<file path="config.mk">
export PLATFORM = sky130hd
export DESIGN_NAME = dusw_top
export DESIGN_NICKNAME = d
export VERILOG_FILES = /design/src/verilog/dusw_pkg.sv /design/src/verilog/dusw_sync.sv /design/src/verilog/dusw_top.sv
export SDC_FILE = /design/constraint.sdc
export NUM_CORES = 1
export LEC_CHECK = 0
export ABC_AREA = 1
export BUFFER_PORTS_ARGS = -buffer_cell sky130_fd_sc_hd__buf_2
export CAP_MARGIN = 10
export CORE_ASPECT_RATIO = 0.7
export CORE_MARGIN = 5
export CORE_UTILIZATION = 55
export CTS_CLUSTER_SIZE = 20
export DETAILED_ROUTE_END_ITERATION = 7
export PLACE_DENSITY_LB_ADDON = 0.3
export SYNTH_ARGS = -nofsm -noshare
export SYNTH_HDL_FRONTEND = slang
export SYNTH_HIERARCHICAL = 1
export SYNTH_SLANG_ARGS = --single-unit
</file>
<file path="constraint.sdc">
create_clock -name core_clk -period 1.95 [get_ports core_clk]
set_input_delay 0.39 -clock core_clk [delete_from_list [all_inputs] [get_ports core_clk]]
set_output_delay 0.39 -clock core_clk [all_outputs]
set_load 0.01 [all_outputs]
</file>
<file path="src/verilog/dusw_pkg.sv">
// Shared constants and types for the disc unit select and write protect block.
// Assumes a 32-bit Avalon-MM register bus with byte addresses and one 20 MHz clock.
package dusw_pkg;

	// Avalon register map, byte offsets
	localparam logic [7:0] DUSW_OFS_CTRL = 8'h00;
	localparam logic [7:0] DUSW_OFS_SWITCH = 8'h04;
	localparam logic [7:0] DUSW_OFS_PROTECT = 8'h08;
	localparam logic [7:0] DUSW_OFS_IRQ_STATUS = 8'h0C;
	localparam logic [7:0] DUSW_OFS_IRQ_MASK = 8'h10;
	localparam logic [7:0] DUSW_OFS_LAST_CMD = 8'h14;

	// Reset values
	localparam logic [1:0] DUSW_CTRL_RESET = 2'h1;
	localparam logic [2:0] DUSW_IRQ_MASK_RESET = 3'h0;

	// Control register bits
	localparam int DUSW_CTRL_RESPOND_BIT = 0;
	localparam int DUSW_CTRL_CLR_UNIT_BIT = 1;

	// Interrupt status bits
	localparam int DUSW_IRQ_DONE_BIT = 0;
	localparam int DUSW_IRQ_WPROT_BIT = 1;
	localparam int DUSW_IRQ_REJECT_BIT = 2;

	// Switch register fields
	localparam int DUSW_SW_CTRL_LSB = 0;
	localparam int DUSW_SW_UNIT_LSB = 4;
	localparam int DUSW_SW_ONLINE_BIT = 7;
	localparam int DUSW_SW_BUSY_BIT = 8;
	localparam int DUSW_SW_PEND_BIT = 9;

	// Device geometry, addressing and synchroniser depth
	localparam int DUSW_TRACKS = 512;
	localparam int DUSW_GROUP_TRACKS = 32;
	localparam int DUSW_GROUPS = DUSW_TRACKS / DUSW_GROUP_TRACKS;
	localparam int DUSW_GROUP_LSB = 5;
	localparam logic DUSW_CTRL_ADDR_MSB = 1'b1;
	localparam int DUSW_SYNC_STAGES = 3;

	// Acknowledge word layout
	localparam int DUSW_ACK_STATUS_LSB = 0;
	localparam int DUSW_ACK_UNIT_LSB = 21;
	localparam int DUSW_ACK_CTRL_LSB = 24;

	// Status halfword bits returned to the io_processor
	localparam int DUSW_ST_BUSY = 0;
	localparam int DUSW_ST_PEND = 1;
	localparam int DUSW_ST_ONLINE = 2;
	localparam int DUSW_ST_WPROT = 3;
	localparam int DUSW_ST_ACCEPT = 4;

	typedef enum logic [2:0] {
		DUSW_CMD_NONE = 3'h0,
		DUSW_CMD_START = 3'h1,
		DUSW_CMD_HALT = 3'h2,
		DUSW_CMD_TEST_IO = 3'h3,
		DUSW_CMD_TEST_DEV = 3'h4,
		DUSW_CMD_ACK_INT = 3'h5
	} dusw_cmd_e;

	typedef enum logic [2:0] {
		DUSW_ST_IDLE = 3'b001,
		DUSW_ST_RUN = 3'b010,
		DUSW_ST_PENDING = 3'b100
	} dusw_state_e;

	// Command from the io_processor, valid for one cycle
	typedef struct packed {
		logic valid;
		dusw_cmd_e code;
		logic [3:0] ctrl_addr;
		logic [2:0] unit_addr;
		logic [8:0] track;
		logic write_op;
		logic [15:0] word_count;
	} dusw_cmd_s;

	// Answer to the io_processor, valid for one cycle
	typedef struct packed {
		logic valid;
		logic accepted;
		logic [31:0] data;
	} dusw_resp_s;

endpackage

</file>
<file path="src/verilog/dusw_sync.sv">
// Three-stage pin synchroniser with agreement filter.
// Assumes inputs are asynchronous switch levels; output changes only when stages two and three agree.
`timescale 1ns/100ps
`default_nettype none
module dusw_sync #(
	parameter int W = 1
) (
	// Clock, reset, enable
	input wire logic core_clk,
	input wire logic reset,
	input wire logic ce,
	// Levels
	input wire logic [W-1:0] din,
	output logic [W-1:0] dout
);
	logic [W-1:0] s1_reg, s2_reg, s3_reg, out_reg;
	logic [W-1:0] out_next;

	always_comb begin
		out_next = out_reg;
		for (int i = 0; i < W; i++) begin
			if (s2_reg[i] == s3_reg[i]) begin
				out_next[i] = s3_reg[i];
			end
		end
	end

	always_ff @(posedge core_clk) begin
		if (reset) begin
			s1_reg <= '0;
			s2_reg <= '0;
			s3_reg <= '0;
			out_reg <= '0;
		end else if (ce) begin
			s1_reg <= din;
			s2_reg <= s1_reg;
			s3_reg <= s2_reg;
			out_reg <= out_next;
		end
	end

	assign dout = out_reg;
endmodule
`default_nettype wire

</file>
<file path="src/verilog/dusw_top.sv">
// Disc controller address selection, online control, track-group write protection and command answers.
// Assumes switch pins are asynchronous, the io_processor command port and Avalon bus share core_clk.
//
// Chosen here: the register offsets and the Avalon-MM interface to the registers.
`timescale 1ns/100ps
`default_nettype none
module dusw_top
	import dusw_pkg::*;
(
	// Clock, reset, enable
	input wire logic core_clk,
	input wire logic reset,
	input wire logic ce,
	// Switch pins, high is up
	input wire logic [2:0] ctrl_addr_sw,
	input wire logic [2:0] unit_addr_sw,
	input wire logic online_sw,
	input wire logic [15:0] protect_sw,
	// io_processor command port
	input wire dusw_cmd_s io_cmd,
	output dusw_resp_s io_resp,
	// Priority chain and interrupt toward the io_processor
	input wire logic prio_in,
	output logic prio_out,
	output logic io_interrupt,
	// Avalon-MM slave
	input wire logic [7:0] avs_address,
	input wire logic avs_read,
	input wire logic avs_write,
	input wire logic [31:0] avs_writedata,
	input wire logic [3:0] avs_byteenable,
	output logic [31:0] avs_readdata,
	output logic avs_waitrequest,
	// Software interrupt
	output logic irq
);
	logic [2:0] ctrl_sw_s, unit_sw_s;
	logic online_s;
	logic [15:0] protect_s;
	logic [3:0] own_ctrl_addr;

	dusw_sync #(.W(3)) u_sync_ctrl (.core_clk(core_clk), .reset(reset), .ce(ce), .din(ctrl_addr_sw),
		.dout(ctrl_sw_s));
	dusw_sync #(.W(3)) u_sync_unit (.core_clk(core_clk), .reset(reset), .ce(ce), .din(unit_addr_sw),
		.dout(unit_sw_s));
	dusw_sync #(.W(1)) u_sync_online (.core_clk(core_clk), .reset(reset), .ce(ce), .din(online_sw),
		.dout(online_s));
	dusw_sync #(.W(16)) u_sync_prot (.core_clk(core_clk), .reset(reset), .ce(ce), .din(protect_sw),
		.dout(protect_s));

	assign own_ctrl_addr = {DUSW_CTRL_ADDR_MSB, ctrl_sw_s};

	// Register file state
	logic [1:0] ctrl_reg, ctrl_next;
	logic [2:0] irq_status_reg, irq_status_next;
	logic [2:0] irq_mask_reg, irq_mask_next;
	logic [31:0] rdata_reg, rdata_next;
	logic wait_reg, wait_next;
	logic irq_reg, irq_next;
	logic int_reg, int_next;

	// Operation state
	dusw_state_e state_reg, state_next;
	logic [15:0] count_reg, count_next;
	logic [2:0] unit_reg, unit_next;
	logic [8:0] track_reg, track_next;
	logic wprot_reg, wprot_next;
	dusw_resp_s resp_reg, resp_next;
	logic prio_reg, prio_next;
	logic [2:0] event_set;

	logic addressed, pending, grp_protected, accept_start;
	logic [15:0] status_half;
	logic [3:0] grp_index;

	assign addressed = io_cmd.valid && (io_cmd.ctrl_addr == own_ctrl_addr) && online_s
		&& ctrl_reg[DUSW_CTRL_RESPOND_BIT];
	assign pending = (state_reg == DUSW_ST_PENDING);

	assign grp_index = io_cmd.track[8:DUSW_GROUP_LSB];
	assign grp_protected = protect_s[grp_index];
	assign accept_start = addressed && (io_cmd.code == DUSW_CMD_START) && (state_reg == DUSW_ST_IDLE)
		&& !(io_cmd.write_op && grp_protected);

	always_comb begin
		status_half = '0;
		status_half[DUSW_ST_BUSY] = (state_reg == DUSW_ST_RUN);
		status_half[DUSW_ST_PEND] = pending;
		status_half[DUSW_ST_ONLINE] = online_s;
		status_half[DUSW_ST_WPROT] = wprot_reg;
	end

	// Command handling and operation sequence
	always_comb begin
		state_next = state_reg;
		count_next = count_reg;
		unit_next = unit_reg;
		track_next = track_reg;
		wprot_next = wprot_reg;
		resp_next = '0;
		event_set = '0;
		// Registered one cycle behind: a pending change reaches the chain next cycle
		prio_next = prio_in && !pending;
		if (ctrl_reg[DUSW_CTRL_CLR_UNIT_BIT]) begin
			unit_next = '0;
		end
		case (state_reg)
			DUSW_ST_IDLE: begin
			end
			DUSW_ST_RUN: begin
				if (count_reg <= 16'h0001) begin
					state_next = DUSW_ST_PENDING;
					count_next = '0;
					event_set[DUSW_IRQ_DONE_BIT] = 1'b1;
				end else begin
					count_next = count_reg - 16'h0001;
				end
			end
			DUSW_ST_PENDING: begin
			end
			default: begin
				state_next = DUSW_ST_IDLE;
			end
		endcase
		if (addressed) begin
			case (io_cmd.code)
				DUSW_CMD_START: begin
					resp_next.valid = 1'b1;
					if (accept_start) begin
						unit_next = io_cmd.unit_addr;
						track_next = io_cmd.track;
						wprot_next = 1'b0;
						count_next = io_cmd.word_count;
						state_next = DUSW_ST_RUN;
						resp_next.accepted = 1'b1;
					end else if (io_cmd.write_op && grp_protected) begin
						wprot_next = 1'b1;
						event_set[DUSW_IRQ_WPROT_BIT] = 1'b1;
					end else begin
						event_set[DUSW_IRQ_REJECT_BIT] = 1'b1;
					end
				end
				DUSW_CMD_HALT: begin
					resp_next.valid = 1'b1;
					resp_next.accepted = 1'b1;
					if (state_reg == DUSW_ST_RUN) begin
						state_next = DUSW_ST_IDLE;
						count_next = '0;
					end
				end
				DUSW_CMD_TEST_IO, DUSW_CMD_TEST_DEV: begin
					resp_next.valid = 1'b1;
					resp_next.accepted = 1'b1;
				end
				default: begin
				end
			endcase
			if (io_cmd.code != DUSW_CMD_ACK_INT && io_cmd.code != DUSW_CMD_NONE) begin
				resp_next.data[DUSW_ACK_STATUS_LSB +: 16] = status_half;
			end
		end
		if (io_cmd.valid && io_cmd.code == DUSW_CMD_ACK_INT && prio_in && pending && online_s) begin
			resp_next.valid = 1'b1;
			resp_next.accepted = 1'b1;
			resp_next.data[DUSW_ACK_STATUS_LSB +: 16] = status_half;
			resp_next.data[DUSW_ACK_UNIT_LSB +: 3] = unit_reg;
			resp_next.data[DUSW_ACK_CTRL_LSB +: 4] = own_ctrl_addr;
			state_next = DUSW_ST_IDLE;
			prio_next = 1'b0;
		end
		if (accept_start) begin
			resp_next.data[DUSW_ACK_STATUS_LSB + DUSW_ST_ACCEPT] = 1'b1;
		end
		// Own flop so the pin never shows a decode glitch
		int_next = (state_next == DUSW_ST_PENDING);
	end

	// Avalon slave: one wait cycle, then answer
	logic [7:0] reg_addr;
	logic bus_req, bus_wr;
	logic [31:0] wmask;

	assign reg_addr = {avs_address[7:2], 2'b00};
	assign bus_req = (avs_read || avs_write) && wait_reg;
	assign bus_wr = avs_write && !wait_reg;
	assign wmask = {{8{avs_byteenable[3]}}, {8{avs_byteenable[2]}}, {8{avs_byteenable[1]}},
		{8{avs_byteenable[0]}}};

	always_comb begin
		ctrl_next = ctrl_reg;
		irq_mask_next = irq_mask_reg;
		irq_status_next = irq_status_reg;
		rdata_next = rdata_reg;
		wait_next = !bus_req;
		if (bus_wr) begin
			case (reg_addr)
				DUSW_OFS_CTRL: begin
					ctrl_next = (ctrl_reg & ~wmask[1:0]) | (avs_writedata[1:0] & wmask[1:0]);
				end
				DUSW_OFS_IRQ_MASK: begin
					irq_mask_next = (irq_mask_reg & ~wmask[2:0]) | (avs_writedata[2:0] & wmask[2:0]);
				end
				DUSW_OFS_IRQ_STATUS: begin
					irq_status_next = irq_status_reg & ~(avs_writedata[2:0] & wmask[2:0]);
				end
				default: begin
				end
			endcase
		end
		// New events win over a clear in the same cycle
		irq_status_next = irq_status_next | event_set;
		if (bus_req && avs_read) begin
			rdata_next = '0;
			case (reg_addr)
				DUSW_OFS_CTRL: rdata_next[1:0] = ctrl_reg;
				DUSW_OFS_SWITCH: begin
					rdata_next[DUSW_SW_CTRL_LSB +: 4] = own_ctrl_addr;
					rdata_next[DUSW_SW_UNIT_LSB +: 3] = unit_sw_s;
					rdata_next[DUSW_SW_ONLINE_BIT] = online_s;
					rdata_next[DUSW_SW_BUSY_BIT] = (state_reg == DUSW_ST_RUN);
					rdata_next[DUSW_SW_PEND_BIT] = pending;
				end
				DUSW_OFS_PROTECT: rdata_next[15:0] = protect_s;
				DUSW_OFS_IRQ_STATUS: rdata_next[2:0] = irq_status_reg;
				DUSW_OFS_IRQ_MASK: rdata_next[2:0] = irq_mask_reg;
				DUSW_OFS_LAST_CMD: rdata_next[15:0] = {wprot_reg, 3'h0, unit_reg, track_reg};
				default: rdata_next = '0;
			endcase
		end
		irq_next = |(irq_status_next & irq_mask_next);
	end

	always_ff @(posedge core_clk) begin
		if (reset) begin
			state_reg <= DUSW_ST_IDLE;
			count_reg <= '0;
			unit_reg <= '0;
			track_reg <= '0;
			wprot_reg <= 1'b0;
			resp_reg <= '0;
			prio_reg <= 1'b0;
			ctrl_reg <= DUSW_CTRL_RESET;
			irq_mask_reg <= DUSW_IRQ_MASK_RESET;
			irq_status_reg <= '0;
			rdata_reg <= '0;
			wait_reg <= 1'b1;
			irq_reg <= 1'b0;
			int_reg <= 1'b0;
		end else if (ce) begin
			state_reg <= state_next;
			count_reg <= count_next;
			unit_reg <= unit_next;
			track_reg <= track_next;
			wprot_reg <= wprot_next;
			resp_reg <= resp_next;
			prio_reg <= prio_next;
			ctrl_reg <= ctrl_next;
			irq_mask_reg <= irq_mask_next;
			irq_status_reg <= irq_status_next;
			rdata_reg <= rdata_next;
			wait_reg <= wait_next;
			irq_reg <= irq_next;
			int_reg <= int_next;
		end
	end

	assign io_resp = resp_reg;
	assign prio_out = prio_reg;
	assign io_interrupt = int_reg;
	assign avs_readdata = rdata_reg;
	assign avs_waitrequest = wait_reg;
	assign irq = irq_reg;
endmodule
`default_nettype wire

</file>
==> results by group <==
Timing
  • Worst slew margin: 66.0%
  • Peak Freq: about 0.55 GHz
  • Final hold violation count: 0
  • RSZ-0062 raised after global routing: no
  • Worst Max-Slew Pin Slew: between 0.5 and 0.6 ns
  • Final setup vio count: 0
  • Post-route clock skew: between 0.01 and 0.015 ns
  • Final Cycle Share: just over 90%
  • Final count of pins violating max slew: 0
  • Min cycle time layout: between 1.5 and 2 ns
  • Sum Neg Setup Slack: 0 ns

Synthesis
  • Synth top area share: between 40% and 50%
  • Post-synth ARST share: 0%
  • Number of synthesized flops with an enable pin: 0
  • Sequential area share after synthesis: between 40% and 50%
  • Dominant cells by area after synthesis: dfxtp_1 (40%), nand2_1 (12%), o21ai_0 (7.3%)
  • Post-synthesis register bit count: 166
  • Synth Flop Type: dfxtp_1
  • Syn avg cell area: 6.88 um^2
  • Cell accounting for the most synthesized area: dfxtp_1
  • Synthesized area: between 0.008 and 0.009 mm^2
  • Netlist cell types: 48
  • Warnings from Yosys: 6
  • Post-Synthesis Cells: around 1200

Clock tree
  • Clk root buf: clkbuf_16
  • Max Buffers Root-to-Sink: 2
  • CTS clk-pin slew, worst paths: about 0.070 ns
  • Hold buffer count at CTS: 0
  • H-tree lvl count: 4
  • CTS tree: done
  • CTS sink count: approximately 170
  • TritonCTS buffer count: 17
  • Clk_lat worst skew: 0.43 ns

Route
  • Vias/cell: 5.26
  • WL/cell: between 10 and 15 um
  • First-pass DRT Iterations: 5
  • DR iter-0 viols: slightly above 800
  • Routed vias: slightly above 8000
  • Final antenna-violating net count: 0
  • DR DRC count: 0
  • WL final: about 23 mm

Outcome
  • Status: finished clean

Floorplanning
  • Row count: 37
  • # IOs: 180
  • Die area: between 0.015 and 0.02 mm^2
  • Initial Utilization: 56.3%
  • Die height: about 110 um
  • Core Area: around 0.015 mm^2
  • DIE WIDTH: roughly 160 um

GRT
  • Met3 Usage GRT: under 10%
  • Most Crowded Layer GR: met1
  • Vias in the first global route: 7310
  • Global-route wire length before repair: 36.6 mm
  • Initial antenna violation count: 0
  • Grt met1 use: 39.9%
  • Gr ovfl total: 0
  • Largest net degree at the start of global routing: 53
  • Total GRT Usage: roughly a quarter
  • Global Route met2 Usage: 34.5%

Placement
  • HPWL Detailed: between 15 and 20 mm
  • RePlAce Congestion: 0.953
  • Port-buffer cells: around 110

Flow run
  • Max-Cap Viols: 0

Layout
  • Most common cell after layout, fill and taps aside: nand2_1
  • Fin nets: approximately 1500
  • Commonest cells after routing, fill and taps aside: nand2_1 (261), dfxtp_1 (164), inv_1 (152)
  • Multi-input gate area: 0.00395 mm^2
  • Share of cells above drive strength 1: a little under a fifth
  • Post-Route Utilization: between 60% and 70%
  • P&R area growth vs syn: 17.3%
  • Number of fill cells: 1342
  • ANT cells: 0
  • Storage cell area: around 0.0033 mm^2

Critical path
  • Data arrival, critical path: 2.14 ns
  • CP startpoint kind: flop
  • Worst r2r path cells: 11
  • Crit path capture type: flop
  • Max FO, Critical Path: 10
  • Internal reg-to-reg setup slack: 0.13 ns
  • Kind of critical path: flop to flop
  • Required time worst endpoint: 2.27 ns

Pwr
  • P_sw: about 2.2 mW
  • VDD IR max: between 0.6 and 0.7 mV
  • Seq pwr share: 46.9%
  • Logic gate share of total power: 10.9%
  • Power share of the clock group: 42.2%
  • Power density cells: approximately 800 mW/mm^2
  • Cell internal pwr: around 5.5 mW
  • Static Leakage: ~4.6 nW
  • Switching share of total power: 28.3%

Worst hold path
  • Min-Delay Path Class: input port to flop
  • WHS Path Cells: 3
## area by class of cell
| type | instances | share of cell area, % |
|---|---|---|
| Clock buffer | 18 | 4.42 |
| Clock inverter | 14 | 1.39 |
| Inverter | 165 | 6.48 |
| Multi-Input combinational cell | 827 | 40.7 |
| Sequential cell | 166 | 34.2 |
| Tap cell | 195 | 2.51 |
| Timing Repair Buffer | 166 | 10.3 |
## critical path: stages, from the launching register on
cell	delay (ns)
dfxtp_1	0.36
xor2_1	0.15
nor2_1	0.14
nand2_2	0.13
nor2_8	0.13
nand2_4	0.08
clkinv_4	0.09
nand2_8	0.08
nor2_8	0.21
inv_2	0.11
o21ai_0	0.16
a21oi_1	0.06
## layer usage
layer | vias up | share of wire (%)
met5 | - | 0
met4 | 0 | 1.1
met3 | 20 | 10
met2 | 370 | 40
met1 | 3704 | 49
li1 | 4072 | -
## cells by family after synthesis
kind of cell | Yosys count | synth area share [%]
XOR/XNOR | 10 | 1.06
AO/OA/AOI/OAI | 290 | 19.2
other | 1 | 0.0453
buffers and inverters | 245 | 14.1
adder cells (fa/ha/maj) | 2 | 0.302
flip-flops | 166 | 40.1
AND/OR/NAND/NOR | 489 | 25.2
## Yosys cell counts, types with 2 or more instances
cell / instances
o21ai_2: 6
o21bai_1: 2
nor2_1: 131
nand2_2: 7
nor3_2: 2
dfxtp_1: 166
inv_1: 153
buf_4: 40
nand2_4: 2
nand2_1: 262
nand4_1: 6
nor3_1: 7
clkbuf_1: 25
a211oi_1: 2
buf_2: 5
xor2_1: 10
a22oi_1: 3
a221oi_1: 2
buf_6: 7
o21ai_1: 7
o221ai_1: 2
nor2_8: 2
o21ai_0: 121
inv_2: 6
ha_1: 2
nand3_1: 63
clkinv_1: 4
o22ai_1: 2
a31oi_1: 10
a21oi_2: 7
o211ai_1: 10
a21oi_1: 113
## final timing paths
check	start	end
worst max-delay path	u_sync_ctrl/dout[1]	track_reg[3]
worst min-delay path	protect_sw[15]	u_sync_prot/s1_reg[15]
worst min register to register	track_reg[2]	track_reg[2]
worst max register to register	u_sync_ctrl/dout[1]	track_reg[3]
## power by group through the flow
stage | Combinational, mW | Clock [mW] | Sequential [mW]
5_1_grt | 0.947 | 3.44 | 3.62
3_3_place_gp | 0.800 | 0 | 3.68
6_report | 0.840 | 3.25 | 3.61
3_5_place_dp | 0.809 | 0 | 3.68
2_1_floorplan | 0.588 | 0 | 3.67
4_1_cts | 0.817 | 3.29 | 3.61
## what timing repair did
action                     4_1_cts  5_1_grt
hold endpoints to repair         0        0
gates resized for setup          0       15
setup buffers                    0        4
setup endpoints to repair        0       17
## stage by stage
step / power, mW / cells / area, um^2 / hold WS, ns / setup slack [ns]
finish: 7.70 / 1551 / 9720 / 0.180 / 0.129
global route: 8.01 / 1551 / 9720 / 0.176 / 0.0135
CTS: 7.71 / 1547 / 9660 / 0.163 / 0.0742
detailed placement: 4.49 / 1515 / 9090 / 0.449 / -0.0170
global placement: 4.48 / 1515 / 9090 / 0.440 / 0.0144
floorplan: 4.26 / 1238 / 8410 / 0.425 / 0.308
Power figures use the tool's default switching activity.
